<file path="src/hw/lpw_consts.svh">
// Summary of operation
// (RULE_01) standby keeps resources, only core halted
// (RULE_02) armed sources: mask OR selected timer
// (RULE_03) code 0 none, 1 pulse, 2-13 slow
// (RULE_04) codes 14-269 fast, count times 10 us
// (RULE_05) fixed bit values of the source mask
// (RULE_06) slow timer and pulse share one bit
// (RULE_07) selected timer left running, interrupt off; code leaves the timer's irq_enable bit as firmware set it
// (RULE_08) matching low-speed oscillator left running
// (RULE_09) firmware reads and clears timer flags
// (RULE_10) same code keeps period, change may shorten
// (RULE_11) non-selectable variant wakes on anything
// (RULE_12) no-parameter variant standby: any enabled interrupt
// (RULE_13) that variant sleep exits on slow timer
// (RULE_14) slow timer reset, sleep lasts half period
// (RULE_15) firmware keeps sleep roughly 1 to 8 ms
// (RULE_16) firmware sets timer clock behaviour first
// (RULE_17) preconfigured timer: code none, mask bit
// (RULE_18) wake restores saved state, back active
// (RULE_19) source enables restored before return
// (RULE_20) status clears on read: fast 1, slow 2, pulse 4
// (RULE_21) firmware reads status within 1 ms
`ifndef LPW_CONSTS_SVH
`define LPW_CONSTS_SVH
// ==========================================================
// register map
`define LPW_OFS_CTRL      8'h00
`define LPW_OFS_WAKE_TIME 8'h04
`define LPW_OFS_WAKE_SRC  8'h08
`define LPW_OFS_STATUS    8'h0C
`define LPW_OFS_STATE     8'h10
`define LPW_OFS_SRC_EN    8'h14
`define LPW_OFS_IRQ_EN    8'h18
`define LPW_CTRL_STANDBY  0
`define LPW_CTRL_SLEEP    1
`define LPW_CTRL_VAR_LO   2
`define LPW_CTRL_VAR_HI   3
`define LPW_CTRL_EARLY    4
// ==========================================================
// fields and codes
`define LPW_SRC_W         13
`define LPW_CODE_W        9
`define LPW_SRC_GEN_IRQ   4
`define LPW_SRC_FAST      10
`define LPW_SRC_SLOW      11
`define LPW_SRC_VALID     13'h1EDF
`define LPW_SRC_ALL       13'h1FFF
`define LPW_STAT_FAST     0
`define LPW_STAT_SLOW     1
`define LPW_STAT_PPS      2
`define LPW_CODE_NONE     9'h000
`define LPW_CODE_PPS      9'h001
`define LPW_CODE_SLOW_LO  9'h002
`define LPW_CODE_SLOW_HI  9'h00D
`define LPW_CODE_FAST_HI  9'h10D
`define LPW_FAST_MAX_EARLY 9'h020
`define LPW_SRC_EN_RST    13'h0000
`define LPW_IRQ_EN_RST    13'h1FFF
// ==========================================================
// timing
`define LPW_CLK_NS        5
`define LPW_MS_NS         1000000
`define LPW_STEP_NS       10000
`define LPW_MS_CYCLES     (`LPW_MS_NS / `LPW_CLK_NS)
`define LPW_STEP_CYCLES   (`LPW_STEP_NS / `LPW_CLK_NS)
`define LPW_PPS_MS        13'h03E8
`endif

</file>
<file path="src/hw/lpw_pkg.sv">
package lpw_pkg;
  typedef enum logic [3:0] {
    LPW_ST_ACTIVE  = 4'h1,
    LPW_ST_STANDBY = 4'h2,
    LPW_ST_SLEEP   = 4'h4,
    LPW_ST_RESTORE = 4'h8
  } lpw_state_t;
  typedef enum logic [1:0] {
    LPW_VAR_FULL    = 2'h0,
    LPW_VAR_NOSEL   = 2'h1,
    LPW_VAR_NOPARAM = 2'h2,
    LPW_VAR_SPARE   = 2'h3
  } lpw_variant_t;
endpackage

</file>
<file path="src/hw/lpw_period_timer.sv">
`timescale 1ns/10ps
`default_nettype none
module lpw_period_timer
#(
  parameter int W = 13
)
(
  input  wire logic         hclk,
  input  wire logic         hresetn,
  input  wire logic         tick,
  input  wire logic         run,
  input  wire logic         restart,
  input  wire logic [W-1:0] limit,
  output logic              expire
);
  logic [W-1:0] cnt_reg;
  logic [W-1:0] cnt_next;
  logic         expire_reg;
  logic         expire_next;

  // ==========================================================
  // counter: period is limit ticks; a new limit is not a restart,
  // so a smaller one may end the running interval early
  always_comb
  begin
    cnt_next    = cnt_reg;
    expire_next = 1'b0;
    if (restart)
      cnt_next = '0;
    else if (run && tick)
    begin
      if ({1'b0, cnt_reg} + {{W{1'b0}}, 1'b1} >= {1'b0, limit}) // see RULE_10
      begin
        cnt_next    = '0;
        expire_next = 1'b1;
      end
      else
        cnt_next = cnt_reg + 1'b1;
    end
  end

  always_ff @(posedge hclk or negedge hresetn)
  begin
    if (!hresetn)
    begin
      cnt_reg    <= '0;
      expire_reg <= 1'b0;
    end
    else
    begin
      cnt_reg    <= cnt_next;
      expire_reg <= expire_next;
    end
  end

  assign expire = expire_reg;
endmodule
`default_nettype wire

</file>
<file path="src/hw/lpw_wakeup_ctrl.sv">
`timescale 1ns/10ps
`default_nettype none
`include "lpw_consts.svh"
module lpw_wakeup_ctrl
#(
  parameter int MS_CYCLES = `LPW_MS_CYCLES
)
(
  input  wire logic                   hclk,
  input  wire logic                   hresetn,
  input  wire logic                   hsel,
  input  wire logic [31:0]            haddr,
  input  wire logic [1:0]             htrans,
  input  wire logic                   hwrite,
  input  wire logic [2:0]             hsize,
  input  wire logic [31:0]            hwdata,
  input  wire logic                   hready,
  output logic                        hreadyout,
  output logic                        hresp,
  output logic [31:0]                 hrdata,
  input  wire logic [`LPW_SRC_W-1:0]  wake_evt,
  output logic                        cpu_halt,
  output logic [`LPW_SRC_W-1:0]       wake_enable,
  output logic [`LPW_SRC_W-1:0]       irq_enable,
  output logic                        slow_osc_run,
  output logic                        fast_osc_run,
  output logic                        slow_wake_timer_run,
  output logic                        fast_wake_timer_run,
  output logic                        one_second_pulse_run,
  output lpw_pkg::lpw_state_t         lp_state
);
  import lpw_pkg::*;

  localparam int STEP_CYCLES = `LPW_STEP_CYCLES;

  function automatic logic [12:0] lpw_slow_period(input logic [8:0] c);
    lpw_slow_period = 13'h0001 << (c[3:0] - 4'h1);
  endfunction

  function automatic logic [12:0] lpw_fast_count(input logic [8:0] c, input logic early);
    logic [8:0] n;
    n = c - 9'h00D;
    if (early && n > `LPW_FAST_MAX_EARLY)
      n = `LPW_FAST_MAX_EARLY;
    lpw_fast_count = {4'h0, n};
  endfunction

  // ==========================================================
  // state
  lpw_state_t         state_reg, state_next;
  lpw_variant_t       variant_reg, variant_next;
  logic               early_reg, early_next;
  logic               req_sb_reg, req_sb_next, req_sl_reg, req_sl_next;
  logic [8:0]         code_reg, code_next;
  logic [12:0]        src_reg, src_next, src_en_reg, src_en_next;
  logic [12:0]        irq_en_reg, irq_en_next, saved_reg, saved_next;
  logic [12:0]        armed_reg, armed_next, wake_en_reg, wake_en_next;
  logic [12:0]        irq_out_reg, irq_out_next;
  logic [12:0]        slow_lim_reg, slow_lim_next, fast_lim_reg, fast_lim_next;
  logic [2:0]         stat_reg, stat_next;
  logic               halt_reg, halt_next, sosc_reg, sosc_next, fosc_reg, fosc_next;
  logic               srun_reg, srun_next, frun_reg, frun_next, prun_reg, prun_next;
  logic               slow_rst, slow_rst_next;
  logic               wr_pend_reg, wr_pend_next;
  logic [7:0]         wr_addr_reg, wr_addr_next;
  logic [31:0]        rdata_reg, rdata_next;
  logic [31:0]        ms_cnt_reg, ms_cnt_next;
  logic [11:0]        step_cnt_reg, step_cnt_next;
  logic               ms_tick_reg, ms_tick_next, step_tick_reg, step_tick_next;
  logic               slow_exp, fast_exp, pps_exp;
  logic               addr_ok, rd_stat;
  logic [12:0]        evts;
  logic               wake;

  // ==========================================================
  // low-speed oscillator ticks, one-cycle enables
  always_comb
  begin
    ms_tick_next   = (ms_cnt_reg == 32'(MS_CYCLES - 1));
    ms_cnt_next    = ms_tick_next ? 32'h00000000 : ms_cnt_reg + 32'h00000001;
    step_tick_next = (step_cnt_reg == 12'(STEP_CYCLES - 1));
    step_cnt_next  = step_tick_next ? 12'h000 : step_cnt_reg + 12'h001;
  end

  lpw_period_timer #(.W(13)) u_slow (
    .hclk    (hclk),
    .hresetn (hresetn),
    .tick    (ms_tick_reg & sosc_reg),
    .run     (srun_reg),
    .restart (slow_rst),
    .limit   (slow_lim_reg),
    .expire  (slow_exp)
  );
  lpw_period_timer #(.W(13)) u_fast (
    .hclk    (hclk),
    .hresetn (hresetn),
    .tick    (step_tick_reg & fosc_reg),
    .run     (frun_reg),
    .restart (1'b0),
    .limit   (fast_lim_reg),
    .expire  (fast_exp)
  );
  lpw_period_timer #(.W(13)) u_pps (
    .hclk    (hclk),
    .hresetn (hresetn),
    .tick    (ms_tick_reg),
    .run     (prun_reg),
    .restart (1'b0),
    .limit   (`LPW_PPS_MS),
    .expire  (pps_exp)
  );

  // ==========================================================
  // bus decode, registers and power-mode sequence
  assign addr_ok = hsel && htrans[1] && hready;
  assign rd_stat = addr_ok && !hwrite && (haddr[7:0] == `LPW_OFS_STATUS);
  always_comb
  begin
    evts                 = wake_evt;
    evts[`LPW_SRC_FAST]  = wake_evt[`LPW_SRC_FAST] | fast_exp;
    evts[`LPW_SRC_SLOW]  = wake_evt[`LPW_SRC_SLOW] | slow_exp | pps_exp; // see RULE_06
    wake                 = |(armed_reg & evts);
  end

  always_comb
  begin
    state_next   = state_reg;
    variant_next = variant_reg;
    early_next   = early_reg;
    req_sb_next  = 1'b0;
    req_sl_next  = 1'b0;
    code_next    = code_reg;
    src_next     = src_reg;
    src_en_next  = src_en_reg;
    irq_en_next  = irq_en_reg;
    saved_next   = saved_reg;
    armed_next   = armed_reg;
    wake_en_next = wake_en_reg;
    irq_out_next = irq_out_reg;
    slow_lim_next = slow_lim_reg;
    fast_lim_next = fast_lim_reg;
    halt_next    = halt_reg;
    sosc_next    = sosc_reg;
    fosc_next    = fosc_reg;
    srun_next    = srun_reg;
    frun_next    = frun_reg;
    prun_next    = prun_reg;
    slow_rst_next = 1'b0;
    wr_pend_next = addr_ok && hwrite;
    wr_addr_next = haddr[7:0];
    rdata_next   = rdata_reg;
    // set wins over the read clear so no event is lost
    stat_next    = (rd_stat ? 3'h0 : stat_reg) | {pps_exp, slow_exp, fast_exp}; // see RULE_20
    if (addr_ok && !hwrite)
    begin
      unique case (haddr[7:0])
        `LPW_OFS_CTRL:      rdata_next = {27'h0, early_reg, variant_reg, 2'h0};
        `LPW_OFS_WAKE_TIME: rdata_next = {23'h0, code_reg};
        `LPW_OFS_WAKE_SRC:  rdata_next = {19'h0, src_reg};
        `LPW_OFS_STATUS:    rdata_next = {29'h0, stat_reg}; // see RULE_20
        `LPW_OFS_STATE:     rdata_next = {23'h0, prun_reg, frun_reg, srun_reg, fosc_reg,
                                          sosc_reg, state_reg};
        `LPW_OFS_SRC_EN:    rdata_next = {19'h0, src_en_reg};
        `LPW_OFS_IRQ_EN:    rdata_next = {19'h0, irq_en_reg};
        default:            rdata_next = 32'h00000000;
      endcase
    end
    if (wr_pend_reg)
    begin
      unique case (wr_addr_reg)
        `LPW_OFS_CTRL:
        begin
          req_sb_next  = hwdata[`LPW_CTRL_STANDBY];
          req_sl_next  = hwdata[`LPW_CTRL_SLEEP];
          variant_next = lpw_variant_t'(hwdata[`LPW_CTRL_VAR_HI:`LPW_CTRL_VAR_LO]);
          early_next   = hwdata[`LPW_CTRL_EARLY];
        end
        `LPW_OFS_WAKE_TIME: code_next = hwdata[8:0];
        `LPW_OFS_WAKE_SRC:  src_next = hwdata[12:0] & `LPW_SRC_VALID; // see RULE_05
        `LPW_OFS_SRC_EN:    src_en_next = hwdata[12:0];
        `LPW_OFS_IRQ_EN:    irq_en_next = hwdata[12:0];
        default:            ;
      endcase
    end
    unique case (state_reg)
      LPW_ST_ACTIVE:
      begin
        wake_en_next = src_en_reg;
        irq_out_next = irq_en_reg;
        if (req_sb_reg || req_sl_reg)
        begin
          halt_next  = 1'b1; // see RULE_01
          saved_next = src_en_reg; // see RULE_18
          state_next = req_sb_reg ? LPW_ST_STANDBY : LPW_ST_SLEEP;
          armed_next = src_reg; // see RULE_02
          if (variant_reg == LPW_VAR_NOPARAM)
          begin
            if (req_sb_reg)
              armed_next = irq_en_reg; // see RULE_12
            else
            begin
              armed_next    = 13'h0001 << `LPW_SRC_SLOW; // see RULE_13
              irq_out_next  = 13'h0000; // see RULE_13
              slow_rst_next = 1'b1; // see RULE_14
              slow_lim_next = (slow_lim_reg > 13'h0001) ? slow_lim_reg >> 1 : 13'h0001;
            end
          end
          else
          begin
            // timers stay enabled after exit; the same code keeps phase
            if (code_reg == `LPW_CODE_PPS)
            begin
              prun_next  = 1'b1; // see RULE_07
              armed_next[`LPW_SRC_SLOW] = 1'b1; // see RULE_06
            end
            else if (code_reg >= `LPW_CODE_SLOW_LO && code_reg <= `LPW_CODE_SLOW_HI)
            begin
              slow_lim_next = lpw_slow_period(code_reg); // see RULE_03
              srun_next  = 1'b1; // see RULE_07
              sosc_next  = 1'b1; // see RULE_08
              armed_next[`LPW_SRC_SLOW] = 1'b1; // see RULE_02
            end
            else if (code_reg > `LPW_CODE_SLOW_HI && code_reg <= `LPW_CODE_FAST_HI)
            begin
              fast_lim_next = lpw_fast_count(code_reg, early_reg); // see RULE_04
              frun_next  = 1'b1; // see RULE_07
              fosc_next  = 1'b1; // see RULE_08
              armed_next[`LPW_SRC_FAST] = 1'b1; // see RULE_02
            end
            if (variant_reg == LPW_VAR_NOSEL)
              armed_next = `LPW_SRC_ALL; // see RULE_11
          end
          wake_en_next = armed_next;
        end
      end
      LPW_ST_STANDBY, LPW_ST_SLEEP:
        if (wake)
          state_next = LPW_ST_RESTORE; // see RULE_18
      LPW_ST_RESTORE:
      begin
        wake_en_next = saved_reg; // see RULE_19
        irq_out_next = irq_en_reg; // see RULE_13
        halt_next    = 1'b0;
        state_next   = LPW_ST_ACTIVE;
      end
    endcase
  end

  always_ff @(posedge hclk or negedge hresetn)
  begin
    if (!hresetn)
    begin
      state_reg     <= LPW_ST_ACTIVE;
      variant_reg   <= LPW_VAR_FULL;
      early_reg     <= 1'b0;
      req_sb_reg    <= 1'b0;
      req_sl_reg    <= 1'b0;
      code_reg      <= `LPW_CODE_NONE;
      src_reg       <= 13'h0000;
      src_en_reg    <= `LPW_SRC_EN_RST;
      irq_en_reg    <= `LPW_IRQ_EN_RST;
      saved_reg     <= `LPW_SRC_EN_RST;
      armed_reg     <= 13'h0000;
      wake_en_reg   <= `LPW_SRC_EN_RST;
      irq_out_reg   <= `LPW_IRQ_EN_RST;
      slow_lim_reg  <= 13'h0001;
      fast_lim_reg  <= 13'h0001;
      stat_reg      <= 3'h0;
      halt_reg      <= 1'b0;
      sosc_reg      <= 1'b0;
      fosc_reg      <= 1'b0;
      srun_reg      <= 1'b0;
      frun_reg      <= 1'b0;
      prun_reg      <= 1'b0;
      slow_rst      <= 1'b0;
      wr_pend_reg   <= 1'b0;
      wr_addr_reg   <= 8'h00;
      rdata_reg     <= 32'h00000000;
      ms_cnt_reg    <= 32'h00000000;
      step_cnt_reg  <= 12'h000;
      ms_tick_reg   <= 1'b0;
      step_tick_reg <= 1'b0;
    end
    else
    begin
      state_reg     <= state_next;
      variant_reg   <= variant_next;
      early_reg     <= early_next;
      req_sb_reg    <= req_sb_next;
      req_sl_reg    <= req_sl_next;
      code_reg      <= code_next;
      src_reg       <= src_next;
      src_en_reg    <= src_en_next;
      irq_en_reg    <= irq_en_next;
      saved_reg     <= saved_next;
      armed_reg     <= armed_next;
      wake_en_reg   <= wake_en_next;
      irq_out_reg   <= irq_out_next;
      slow_lim_reg  <= slow_lim_next;
      fast_lim_reg  <= fast_lim_next;
      stat_reg      <= stat_next;
      halt_reg      <= halt_next;
      sosc_reg      <= sosc_next;
      fosc_reg      <= fosc_next;
      srun_reg      <= srun_next;
      frun_reg      <= frun_next;
      prun_reg      <= prun_next;
      slow_rst      <= slow_rst_next;
      wr_pend_reg   <= wr_pend_next;
      wr_addr_reg   <= wr_addr_next;
      rdata_reg     <= rdata_next;
      ms_cnt_reg    <= ms_cnt_next;
      step_cnt_reg  <= step_cnt_next;
      ms_tick_reg   <= ms_tick_next;
      step_tick_reg <= step_tick_next;
    end
  end

  // zero-wait slave: hreadyout follows hresetn and hresp is tied low, no flops
  assign hreadyout            = hresetn;
  assign hresp                = 1'b0;
  assign hrdata               = rdata_reg;
  assign cpu_halt             = halt_reg;
  assign wake_enable          = wake_en_reg;
  assign irq_enable           = irq_out_reg;
  assign slow_osc_run         = sosc_reg;
  assign fast_osc_run         = fosc_reg;
  assign slow_wake_timer_run  = srun_reg;
  assign fast_wake_timer_run  = frun_reg;
  assign one_second_pulse_run = prun_reg;
  assign lp_state             = state_reg;
endmodule
`default_nettype wire

</file>
<file path="config.mk">
export PLATFORM = sky130hd
export DESIGN_NAME = lpw_wakeup_ctrl
export DESIGN_NICKNAME = d
export VERILOG_FILES = /design/src/hw/lpw_pkg.sv /design/src/hw/lpw_period_timer.sv /design/src/hw/lpw_wakeup_ctrl.sv
export VERILOG_INCLUDE_DIRS = /design/src /design/src/hw
export SDC_FILE = /design/constraint.sdc
export NUM_CORES = 1
export LEC_CHECK = 0
export BUFFER_PORTS_ARGS = -buffer_cell sky130_fd_sc_hd__buf_4
export CORE_ASPECT_RATIO = 2
export CORE_MARGIN = 8
export CORE_UTILIZATION = 50
export DETAILED_ROUTE_END_ITERATION = 7
export PLACE_DENSITY = 0.73
export SYNTH_ARGS = -nofsm -noshare
export SYNTH_HDL_FRONTEND = slang
export SYNTH_SLANG_ARGS = --single-unit
</file>
<file path="constraint.sdc">
create_clock -name hclk -period 2.7 [get_ports hclk]
set_input_delay 0.405 -clock hclk [delete_from_list [all_inputs] [get_ports hclk]]
set_output_delay 0.405 -clock hclk [all_outputs]
set_load 0.03 [all_outputs]
</file>
==> results of run 1 <==
-- power by group through the flow --
stage	sequential, uW	combinational, uW	clock [uW]
floorplan	3830	133	0
global placement	3850	276	0
detailed placement	3850	280	0
CTS	3780	287	3740
global route	3790	313	3860
finish	3790	285	3680
-- placed cells by master (no fill, tap or decap), types with 6 or more instances in the layout --
cell type	n
sky130_fd_sc_hd__a211oi_1	7
sky130_fd_sc_hd__a21o_1	14
sky130_fd_sc_hd__a21oi_1	25
sky130_fd_sc_hd__a221oi_1	6
sky130_fd_sc_hd__a222oi_1	7
sky130_fd_sc_hd__a22o_1	25
sky130_fd_sc_hd__a22oi_1	13
sky130_fd_sc_hd__a31oi_1	8
sky130_fd_sc_hd__and2_1	14
sky130_fd_sc_hd__and3_1	14
sky130_fd_sc_hd__buf_4	154
sky130_fd_sc_hd__bufinv_16	6
sky130_fd_sc_hd__clkbuf_16	23
sky130_fd_sc_hd__conb_1	20
sky130_fd_sc_hd__dfrtp_1	216
sky130_fd_sc_hd__dfstp_2	29
sky130_fd_sc_hd__ha_1	30
sky130_fd_sc_hd__inv_1	35
sky130_fd_sc_hd__mux2_2	45
sky130_fd_sc_hd__mux2i_1	12
sky130_fd_sc_hd__nand2_1	186
sky130_fd_sc_hd__nand2b_1	22
sky130_fd_sc_hd__nand3_1	50
sky130_fd_sc_hd__nand4_1	11
sky130_fd_sc_hd__nor2_1	59
sky130_fd_sc_hd__nor2b_1	8
sky130_fd_sc_hd__nor3_1	17
sky130_fd_sc_hd__nor4_1	15
sky130_fd_sc_hd__o21a_1	6
sky130_fd_sc_hd__o21ai_0	66
sky130_fd_sc_hd__o21ai_1	11
sky130_fd_sc_hd__o22ai_1	10
sky130_fd_sc_hd__o31ai_1	9
sky130_fd_sc_hd__or3_1	10
sky130_fd_sc_hd__xnor2_1	29
sky130_fd_sc_hd__xor2_1	29
-- cells in the mapped netlist (5+ instances only) --
cell | number | area share [%]
sky130_fd_sc_hd__dfrtp_1 | 218 | 43
sky130_fd_sc_hd__nand2_1 | 187 | 5.6
sky130_fd_sc_hd__o21ai_0 | 69 | 2.7
sky130_fd_sc_hd__nor2_1 | 63 | 1.9
sky130_fd_sc_hd__nand3_1 | 52 | 2.1
sky130_fd_sc_hd__mux2_2 | 45 | 4.0
sky130_fd_sc_hd__clkbuf_1 | 38 | 1.1
sky130_fd_sc_hd__inv_1 | 35 | 1.0
sky130_fd_sc_hd__ha_1 | 33 | 3.3
sky130_fd_sc_hd__xnor2_1 | 33 | 2.3
sky130_fd_sc_hd__xor2_1 | 30 | 2.1
sky130_fd_sc_hd__dfstp_2 | 29 | 6.1
sky130_fd_sc_hd__a21oi_1 | 28 | 1.1
sky130_fd_sc_hd__a22o_1 | 25 | 1.7
sky130_fd_sc_hd__buf_4 | 25 | 1.5
sky130_fd_sc_hd__nand2b_1 | 24 | 1.2
sky130_fd_sc_hd__nor3_1 | 17 | 0.68
sky130_fd_sc_hd__nor4_1 | 17 | 0.85
sky130_fd_sc_hd__and3_1 | 16 | 0.80
sky130_fd_sc_hd__a21o_1 | 14 | 0.84
sky130_fd_sc_hd__and2_1 | 14 | 0.70
sky130_fd_sc_hd__a22oi_1 | 13 | 0.78
sky130_fd_sc_hd__buf_2 | 12 | 0.48
sky130_fd_sc_hd__mux2i_1 | 12 | 0.96
sky130_fd_sc_hd__a211oi_1 | 11 | 0.66
sky130_fd_sc_hd__nand4_1 | 11 | 0.55
sky130_fd_sc_hd__o21ai_1 | 10 | 0.40
sky130_fd_sc_hd__o22ai_1 | 10 | 0.50
sky130_fd_sc_hd__o31ai_1 | 10 | 0.60
sky130_fd_sc_hd__or3_1 | 10 | 0.50
sky130_fd_sc_hd__nor2b_1 | 9 | 0.45
sky130_fd_sc_hd__a31oi_1 | 8 | 0.40
sky130_fd_sc_hd__o2bb2ai_1 | 8 | 0.56
sky130_fd_sc_hd__a222oi_1 | 7 | 0.56
sky130_fd_sc_hd__or2_2 | 7 | 0.35
sky130_fd_sc_hd__a221oi_1 | 6 | 0.42
sky130_fd_sc_hd__o21a_1 | 6 | 0.36
sky130_fd_sc_hd__a221o_1 | 5 | 0.40
sky130_fd_sc_hd__o211ai_1 | 5 | 0.30
-- through the flow --
step                      TNS, ps  hold slack (ps)  instances  utilization [%]  power (uW)
after global routing         -625             55.5       1724             60.3        7960
after global placement          0              313       1667             55.4        4120
final                           0             69.9       1724             60.3        7760
after CTS                       0             51.0       1714             59.1        7810
after detailed placement        0              323       1667             55.4        4130
after floorplan                 0              109       1259                -        3960
-- worst paths after layout --
check	start	to	slack, ps
setup / recovery	u_fast.cnt_reg[5]	u_fast.cnt_reg[1]	70
hold / removal	haddr[1]	wr_addr_reg[1]	70
setup reg to reg	u_fast.cnt_reg[5]	u_fast.cnt_reg[1]	70
hold reg to reg	step_cnt_reg[0]	step_cnt_reg[0]	460
max in group asynchronous	hresetn	step_cnt_reg[0]	1260
min in group asynchronous	hresetn	u_slow.cnt_reg[9]	360
-- routing by layer --
| layer | track usage, % | up-vias |
|---|---|---|
| li1 | - | 4652 |
| met1 | 23.1 | 5012 |
| met2 | 43.5 | 297 |
| met3 | 3.38 | 131 |
| met4 | 16.2 | 0 |
| met5 | 0 | - |
-- cells by family after synthesis --
| family | count (synthesis) | synth area share, % |
|---|---|---|
| multiplexers | 58 | 5.17 |
| AND/OR/NAND/NOR | 461 | 18.5 |
| XOR/XNOR | 63 | 4.39 |
| other | 1 | 0.0299 |
| buffers and inverters | 112 | 4.27 |
| flip-flops | 247 | 49.5 |
| adder cells (fa/ha/maj) | 33 | 3.29 |
| AO/OA/AOI/OAI | 265 | 14.8 |
-- layout make-up --
type                       instances  area [um2]
fill                            2099        9900
sequential                       247        6220
multi-input combinational        900        6110
timing repair buffer             165        1290
clock buffer                      29         628
tap                              336         420
clock inverter                    12         224
inverter                          35         131
-- critical path, cell delays in order (launching register included) --
cell	delay [ps]
sky130_fd_sc_hd__dfrtp_1	360
sky130_fd_sc_hd__nand4_1	150
sky130_fd_sc_hd__or2_4	290
sky130_fd_sc_hd__xnor2_2	130
sky130_fd_sc_hd__ha_1	310
sky130_fd_sc_hd__a211oi_2	240
sky130_fd_sc_hd__o221ai_2	120
sky130_fd_sc_hd__a2111o_1	520
sky130_fd_sc_hd__nand2b_4	230
sky130_fd_sc_hd__o21ai_0	190
-- timing repair --
item	in CTS	in global routing
gates resized for setup	4	47
pin swaps	2	21
setup endpoints to repair	15	24
buffers inserted	1	9
cloned	0	1
hold endpoints to repair	40	0
hold buffers	5	0
==> run summary, run 1 <==
Vias per inst: 5.85
Initial core utilization: 50.4%
Max-slew headroom: 48.0%
Fin. Hold Viols: 0
Initial antenna violation count: 0
Flip-flop count of the largest register after layout: 32
Switch Pwr: 1690 uW
Met2 WL: 19.7 mm
Predominant post-synthesis flop cell: sky130_fd_sc_hd__dfrtp_1
Routability congestion estimate: 0.913
Number of primary I/O pins: 157
Cells after synthesis: 1,240
Worst hold path cell count: 1
Avg Synthesized Cell Area: 10.1 um2
Area of the die: 30,800 um2
Worst hold path class: in2reg
Area after DPL: 13,800 um2
Clock Latency Late Sink: 530 ps
Clock sinks: 247
Worst-case reg-to-reg path depth: 9
Synthesized area: 12,600 um2
Standard cell core area: 24,900 um2
Ys Warns: 0
Number of buffer cells added on primary ports: 89
Combinational fraction of design power: 3.7%
Total global routing track utilization: 23.3%
First-pass GRT wire length: 55.6 mm
Capturing element type of the critical path: register
Met3 routed WL: 1.67 mm
Final period demand of the worst path: 2630 ps
Clock tree from TritonCTS: done
X dimension of the die: 128 um
Remaining number of nets flagged by the antenna check after routing: 0
Post-DR wirelength/cell: 20.8 um
Number of global-route vias before repair: 10,300
Share of flip-flops with an asynchronous set or reset: 100%
Clock buffers created by TritonCTS: 23
Fraction of final layout cells with drive strength greater than 1: 25.1%
Clock tree buffer depth: 3
Power share of the clock group: 47.5%
HPWL after detailed placement: 26.0 mm
Layout Nets: 1,492
DR iter-0 viols: 605
Proportion of power drawn by flip-flops and latches: 48.8%
Final setup slack of the worst path: 74.3 ps
Fin Clk Skew: 18.3 ps
Max-slew violations: 0
Count of flip-flops with a built-in enable after synthesis: 0
Power per cell area: 516 nW/um2
Int Pwr: 6060 uW
CP startpoint kind: register
Number of register bits inferred by synthesis: 247
Clock transition at the register clock pins on the worst setup and hold paths after CTS: 60 ps
Wire length after detailed routing: 35.8 mm
Actual transition at the worst max-transition pin: 773 ps
Max H-tree Level: 1
Clk root buf: sky130_fd_sc_hd__clkbuf_16
Leak pwr: 0.00700 uW
Sequential-to-total area share from yosys stat: 49.5%
Met1 routed wirelength after detailed routing: 12.1 mm
Fraction of power spent switching nets: 21.8%
Layout overhead on the synthesized area: 19.7%
Die extent in y: 240 um
CP max FO: 6
Path type of the worst setup path: reg2reg
Outcome: finished, final reports clean
Peak supply drop: 0.558 mV
Unrepaired setup endpoints after global routing: true
Length of the first detailed-routing pass in iterations: 5
Top Metal Used: met4
Final cell area excluding filler cells: 15,000 um2
Final Setup Violations: 0
Maximum number of pins on one net before global-route repair: 140
Arrival time of data at the critical path endpoint: 3060 ps
Number of maximum-capacitance constraint violations: 0
CP required: 3130 ps
Number of distinct standard cells referenced by the synthesized netlist: 83
Crit share post-route: 97.2%
Vias after detailed routing: 10,100
Total overflow reported by the global router: 0
Number of diodes: 0
Dpl ws: 3.53 ps
Highest clock rate: 0.381 GHz
DRC errors left: 0
Standard-cell rows: 82
Power figures use the tool's default switching activity.
==> run 2: changes to the inputs <==
--- a/config.mk
+++ b/config.mk
@@ -10,8 +10,9 @@
 export CORE_ASPECT_RATIO = 2
 export CORE_MARGIN = 8
 export CORE_UTILIZATION = 50
+export CTS_CLUSTER_SIZE = 10
 export DETAILED_ROUTE_END_ITERATION = 7
-export PLACE_DENSITY = 0.73
+export PLACE_DENSITY = 0.7
 export SYNTH_ARGS = -nofsm -noshare
 export SYNTH_HDL_FRONTEND = slang
 export SYNTH_SLANG_ARGS = --single-unit
==> constraint.sdc (replaced) <==
create_clock -name hclk -period 3.1 [get_ports hclk]
set_input_delay 0.465 -clock hclk [delete_from_list [all_inputs] [get_ports hclk]]
set_output_delay 0.465 -clock hclk [all_outputs]
set_load 0.03 [all_outputs]
==> run summary, run 2 (same netlist as run 1, synthesis figures left out) <==
DRC errors left: 0 (unchanged)
Layout overhead on the synthesized area: 15.1%
Actual transition at the worst max-transition pin: 1090 ps (+314 ps)
Clock transition at the register clock pins on the worst setup and hold paths after CTS: 60 ps (about the same)
Total overflow reported by the global router: 0 (unchanged)
Die extent in y: 240 um (unchanged)
Number of primary I/O pins: 157 (unchanged)
Most frequent standard cell in the layout excluding fill and tap cells: sky130_fd_sc_hd__dfrtp_1
Clock tree buffer depth: 3 (unchanged)
Standard cell core area: 24,900 um2 (unchanged)
Accumulated negative setup slack: 0 ps (unchanged)
Final period demand of the worst path: 2840 ps (+216 ps)
Length of the first detailed-routing pass in iterations: 5 (unchanged)
Count of fill cells added during filler insertion: 2,148 (+2.3%)
Multi-input gate area: 5890 um2 (-3.5%)
Number of maximum-capacitance constraint violations: 0 (unchanged)
Area of the die: 30,800 um2 (unchanged)
Number of buffer cells added on primary ports: 89 (unchanged)
Arrival time of data at the critical path endpoint: 3300 ps (+240 ps)
Placed cell count: 1,641 (-1.6%)
HPWL after detailed placement: 25.7 mm (-1.5%)
Outcome: finished, final reports clean
Wire length after detailed routing: 34.4 mm (-3.9%)
Path type of the worst setup path: reg2reg
Peak supply drop: 0.537 mV (-3.6%)
Final standard cell count with taps included and fillers excluded: 1,696 (-1.6%)
Post-DR wirelength/cell: 20.3 um (-2.3%)
Clock Latency Late Sink: 540 ps (about the same)
Maximum number of pins on one net before global-route repair: 124 (-11%)
Initial antenna violation count: 0 (unchanged)
Fraction of final layout cells with drive strength greater than 1: 19.6% (-5.4 points)
Number of diodes: 0 (unchanged)
CP max FO: 7 (+1)
Tot Pwr: 6570 uW (-15%)
Flip-flop count of the largest register after layout: 32 (unchanged)
Flip-flop and latch area: 6220 um2 (about the same)
Worst-case hold slack: 44.3 ps (-25.6 ps)
Unrepaired setup endpoints after global routing: false
CP startpoint kind: register
Number of global-route vias before repair: 10,100 (-2.8%)
Clock buffers created by TritonCTS: 28 (+22%)
Clock sinks: 247 (unchanged)
Fin. Hold Viols: 0 (unchanged)
X dimension of the die: 128 um (unchanged)
Standard-cell rows: 82 (unchanged)
Max-slew headroom: 27.6% (-20 points)
Power per cell area: 455 nW/um2 (-12%)
Layout Nets: 1,458 (-2.3%)
Routability congestion estimate: 0.927 (+1.5%)
Clk root buf: sky130_fd_sc_hd__clkbuf_16
Max-slew violations: 0 (unchanged)
Highest clock rate: 0.352 GHz (-7.6%)
Vias per inst: 5.81 (-0.67%)
Most frequent cells in the layout: sky130_fd_sc_hd__dfrtp_1, sky130_fd_sc_hd__nand2_1, sky130_fd_sc_hd__buf_4, sky130_fd_sc_hd__o21ai_0, sky130_fd_sc_hd__nor2_1
Total global routing track utilization: 22.7% (-0.63 points)
Vias after detailed routing: 9,862 (-2.3%)
CP required: 3560 ps (+430 ps)
Final Setup Violations: 0 (unchanged)
Max H-tree Level: 1 (unchanged)
First-pass GRT wire length: 54.1 mm (-2.7%)
Crit share post-route: 91.7% (-5.6 points)
Remaining number of nets flagged by the antenna check after routing: 0 (unchanged)
Capturing element type of the critical path: register
Leak pwr: 0.00669 uW (-4.4%)
DR iter-0 viols: 741 (+22%)
Clock tree from TritonCTS: done
Worst hold path class: in2reg
Fin Clk Skew: 10.1 ps (-8.19 ps)
Initial core utilization: 50.4% (unchanged)
## run 2: cell count changes in the layout (fill, tap and decap cells not counted), sizes merged
cell	change
buf	-35
clkbuf	+23
bufinv	-6
clkinv	-4
dlygate4sd3	-4
clkinvlp	-1
inv	-1
## run 2: report_power, final
group          internal, uW  leakage [uW]  switching [uW]  total [uW]
clock                  1760      0.000391            1270        3030
combinational          75.1       0.00306             165         240
sequential             3260       0.00323            38.6        3300
total                  5100       0.00669            1480        6570
## run 2: final cells by class
class | instances | share of cell area [%]
well taps | 336 | 2.91
multi-input cells | 900 | 40.8
inverters | 35 | 0.909
flip-flops and latches | 247 | 43.0
repair buffers | 126 | 6.70
clock buffers | 52 | 5.69
## run 2: routing by layer
metal	global-route usage (%)	part of all wire [%]
met1	22.6	35
met2	42.1	54
met4	17.3	7.9
met3	2.51	3.0
met5	0	0
## run 2: what timing repair did
item                                    CTS  global route
hold buffers                              1             0
endpoints found under the hold margin    40             0
endpoints found under the setup margin    0             8
setup buffers                             0             2
resized for setup                         0             1
## run 2: stage by stage
step | area (um2) | utilization, % | setup slack (ps)
final | 14500 | 58.0 | 258
after global routing | 14500 | 58.0 | 30.6
after CTS | 14400 | 57.9 | 200
after detailed placement | 13600 | 54.6 | 232
after global placement | 13600 | 54.6 | 230
after floorplan | 12600 | - | 334
## run 2: worst paths after layout
kind                                        start           endpoint  slack [ps]  depth (start not counted)
worst max-delay path            u_fast.cnt_reg[2]  u_fast.cnt_reg[1]         260                         10
worst min-delay path                     haddr[5]     wr_addr_reg[5]          40                          1
worst max register to register  u_fast.cnt_reg[2]  u_fast.cnt_reg[1]         260                         10
worst min register to register    step_cnt_reg[0]    step_cnt_reg[0]         460                          1
max in group asynchronous                 hresetn    step_cnt_reg[1]        1660                          3
min in group asynchronous                 hresetn   u_pps.cnt_reg[4]         420                          2
## run 2: critical path: stages, from the launching register on
cell and delay [ps]:
sky130_fd_sc_hd__dfrtp_1 470, sky130_fd_sc_hd__nand3_1 130, sky130_fd_sc_hd__buf_4 180, sky130_fd_sc_hd__nor2_1 140, sky130_fd_sc_hd__xor2_1 290, sky130_fd_sc_hd__ha_1 310, sky130_fd_sc_hd__o2111ai_1 100, sky130_fd_sc_hd__o221ai_1 160
sky130_fd_sc_hd__a2111o_1 450, sky130_fd_sc_hd__nand2b_1 290, sky130_fd_sc_hd__o21ai_0 230
==> run 3: changes to the inputs <==
--- a/config.mk
+++ b/config.mk
@@ -9,10 +9,10 @@
 export BUFFER_PORTS_ARGS = -buffer_cell sky130_fd_sc_hd__buf_4
 export CORE_ASPECT_RATIO = 2
 export CORE_MARGIN = 8
-export CORE_UTILIZATION = 50
+export CORE_UTILIZATION = 60
 export CTS_CLUSTER_SIZE = 10
 export DETAILED_ROUTE_END_ITERATION = 7
-export PLACE_DENSITY = 0.7
+export PLACE_DENSITY = 0.82
 export SYNTH_ARGS = -nofsm -noshare
 export SYNTH_HDL_FRONTEND = slang
 export SYNTH_SLANG_ARGS = --single-unit
==> run summary, run 3 (same netlist as run 1, synthesis figures left out) <==
Number of global-route vias before repair: 9,933 (-1.2%)
Peak supply drop: 0.505 mV (-5.9%)
Clk root buf: sky130_fd_sc_hd__clkbuf_16
Outcome: finished, final reports clean
Fraction of final layout cells with drive strength greater than 1: 19.1% (-0.58 points)
Area of the die: 26,100 um2 (-15%)
Final period demand of the worst path: 2930 ps (+88.7 ps)
CP required: 3570 ps (about the same)
Count of fill cells added during filler insertion: 1,550 (-28%)
Die extent in y: 221 um (-8.1%)
Final Setup Violations: 0 (unchanged)
Initial antenna violation count: 0 (unchanged)
Layout overhead on the synthesized area: 13.8%
Leak pwr: 0.00663 uW (-0.83%)
Clock buffers created by TritonCTS: 28 (unchanged)
Actual transition at the worst max-transition pin: 1020 ps (-69.4 ps)
Most frequent cells in the layout: sky130_fd_sc_hd__dfrtp_1, sky130_fd_sc_hd__nand2_1, sky130_fd_sc_hd__buf_4, sky130_fd_sc_hd__o21ai_0, sky130_fd_sc_hd__nor2_1
CP startpoint kind: register
Flip-flop count of the largest register after layout: 32 (unchanged)
Number of diodes: 0 (unchanged)
Routability congestion estimate: 0.895 (-3.4%)
Clock transition at the register clock pins on the worst setup and hold paths after CTS: 50 ps (about the same)
Number of buffer cells added on primary ports: 89 (unchanged)
DRC errors left: 0 (unchanged)
Wire length after detailed routing: 30.7 mm (-11%)
X dimension of the die: 118 um (-7.6%)
Max-slew headroom: 32.2% (+4.6 points)
Total global routing track utilization: 23.4% (+0.69 points)
CP delay by family, top: compound AO/OA/AOI/OAI gates
Fin Clk Skew: 11.8 ps (+1.68 ps)
Clock tree from TritonCTS: done
Arrival time of data at the critical path endpoint: 3400 ps (+100 ps)
Remaining number of nets flagged by the antenna check after routing: 0 (unchanged)
Flip-flop and latch area: 6220 um2 (about the same)
Library cell contributing the largest single delay on the critical path: sky130_fd_sc_hd__a2111o_1
Crit share post-route: 94.5% (+2.9 points)
Capturing element type of the critical path: register
Clock tree buffer depth: 3 (unchanged)
Worst hold path class: in2reg
Multi-input gate area: 5890 um2 (unchanged)
Layout Nets: 1,447 (-0.75%)
Accumulated negative setup slack: 0 ps (unchanged)
Number of maximum-capacitance constraint violations: 0 (unchanged)
Tot Pwr: 6540 uW (-0.47%)
Register-to-register path setup slack: 170 ps (-90 ps)
Clock sinks: 247 (unchanged)
Worst Path Buf+Inv: 0 (-1)
Max H-tree Level: 1 (unchanged)
Path type of the worst setup path: reg2reg
First-pass GRT wire length: 50.2 mm (-7.2%)
Highest clock rate: 0.341 GHz (-3.0%)
Initial core utilization: 60.6% (+10 points)
Length of the first detailed-routing pass in iterations: 8 (+3)
HPWL after detailed placement: 21.6 mm (-16%)
CP max FO: 8 (+1)
Maximum number of pins on one net before global-route repair: 108 (-13%)
Largest incremental delay on the critical path: 460 ps (about the same)
Standard cell core area: 20,700 um2 (-17%)
Post-DR wirelength/cell: 19.0 um (-6.6%)
DR iter-0 viols: 1,035 (+40%)
Most frequent standard cell in the layout excluding fill and tap cells: sky130_fd_sc_hd__dfrtp_1
Clock Latency Late Sink: 550 ps (about the same)
Power per cell area: 458 nW/um2 (+0.69%)
Vias per inst: 6.15 (+5.7%)
Fin. Hold Viols: 0 (unchanged)
Total overflow reported by the global router: 0 (unchanged)
Post-CTS setup-driven buffer insertion count: 0 (unchanged)
Worst-path cell chain: nand4_1 -> or2_2 -> xnor2_1 -> ha_1 -> a211oi_1 -> o221ai_1 -> a2111o_1 -> nor2b_1 -> a221o_1
Unrepaired setup endpoints after global routing: false
Standard-cell rows: 75 (-8.5%)
Max-slew violations: 0 (unchanged)
Number of primary I/O pins: 157 (unchanged)
Vias after detailed routing: 9,944 (+0.83%)
[run 3: where the power goes]
part	switching [uW]	internal [uW]	total [uW]
Combinational	158	73.8	232
Clock	1250	1760	3020
Sequential	35.0	3260	3300
[run 3: cell type report]
cell class              count  share of cell area, %
repair buffers            115                   6.20
clock buffers              52                   5.75
multi-input cells         900                   41.3
inverters                  35                  0.919
flip-flops and latches    247                   43.5
well taps                 269                   2.36
[run 3: path summary, 6_finish.rpt]
| check | endpoint | depth (start not counted) | startpoint |
|---|---|---|---|
| worst min register to register | step_cnt_reg[0] | 1 | step_cnt_reg[0] |
| worst min-delay path | wr_addr_reg[5] | 1 | haddr[5] |
| max in group asynchronous | wr_addr_reg[7] | 3 | hresetn |
| worst max-delay path | u_fast.cnt_reg[3] | 9 | u_fast.cnt_reg[3] |
| worst max register to register | u_fast.cnt_reg[3] | 9 | u_fast.cnt_reg[3] |
| min in group asynchronous | ms_cnt_reg[27] | 2 | hresetn |
[run 3: layer usage]
metal	routed length [um]	GRT usage (%)	vias to the layer above
li1	-	-	4568
met1	12600	29.7	4868
met2	14800	38.9	439
met3	2210	3.91	69
met4	990	10.1	0
met5	0	0	-
[run 3: metrics by stage]
| stage | instance area [um2] | setup slack, ps | instances | util [%] | hold WS (ps) |
|---|---|---|---|---|---|
| 6_report | 14300 | 169 | 1618 | 68.9 | 42.0 |
| 5_1_grt | 14300 | 4.71 | 1618 | 68.9 | 33.8 |
| 4_1_cts | 14300 | 86.6 | 1618 | 68.9 | 26.1 |
| 3_5_place_dp | 13500 | 103 | 1565 | 64.9 | 458 |
| 3_3_place_gp | 13500 | 268 | 1565 | 64.9 | 444 |
| 2_1_floorplan | 12600 | 334 | 1259 | - | 169 |
[run 3: what timing repair did]
item	4_1_cts	5_1_grt
hold buffers	1	0
endpoints found under the setup margin	0	11
resized for setup	0	4
hold endpoints to repair	54	0
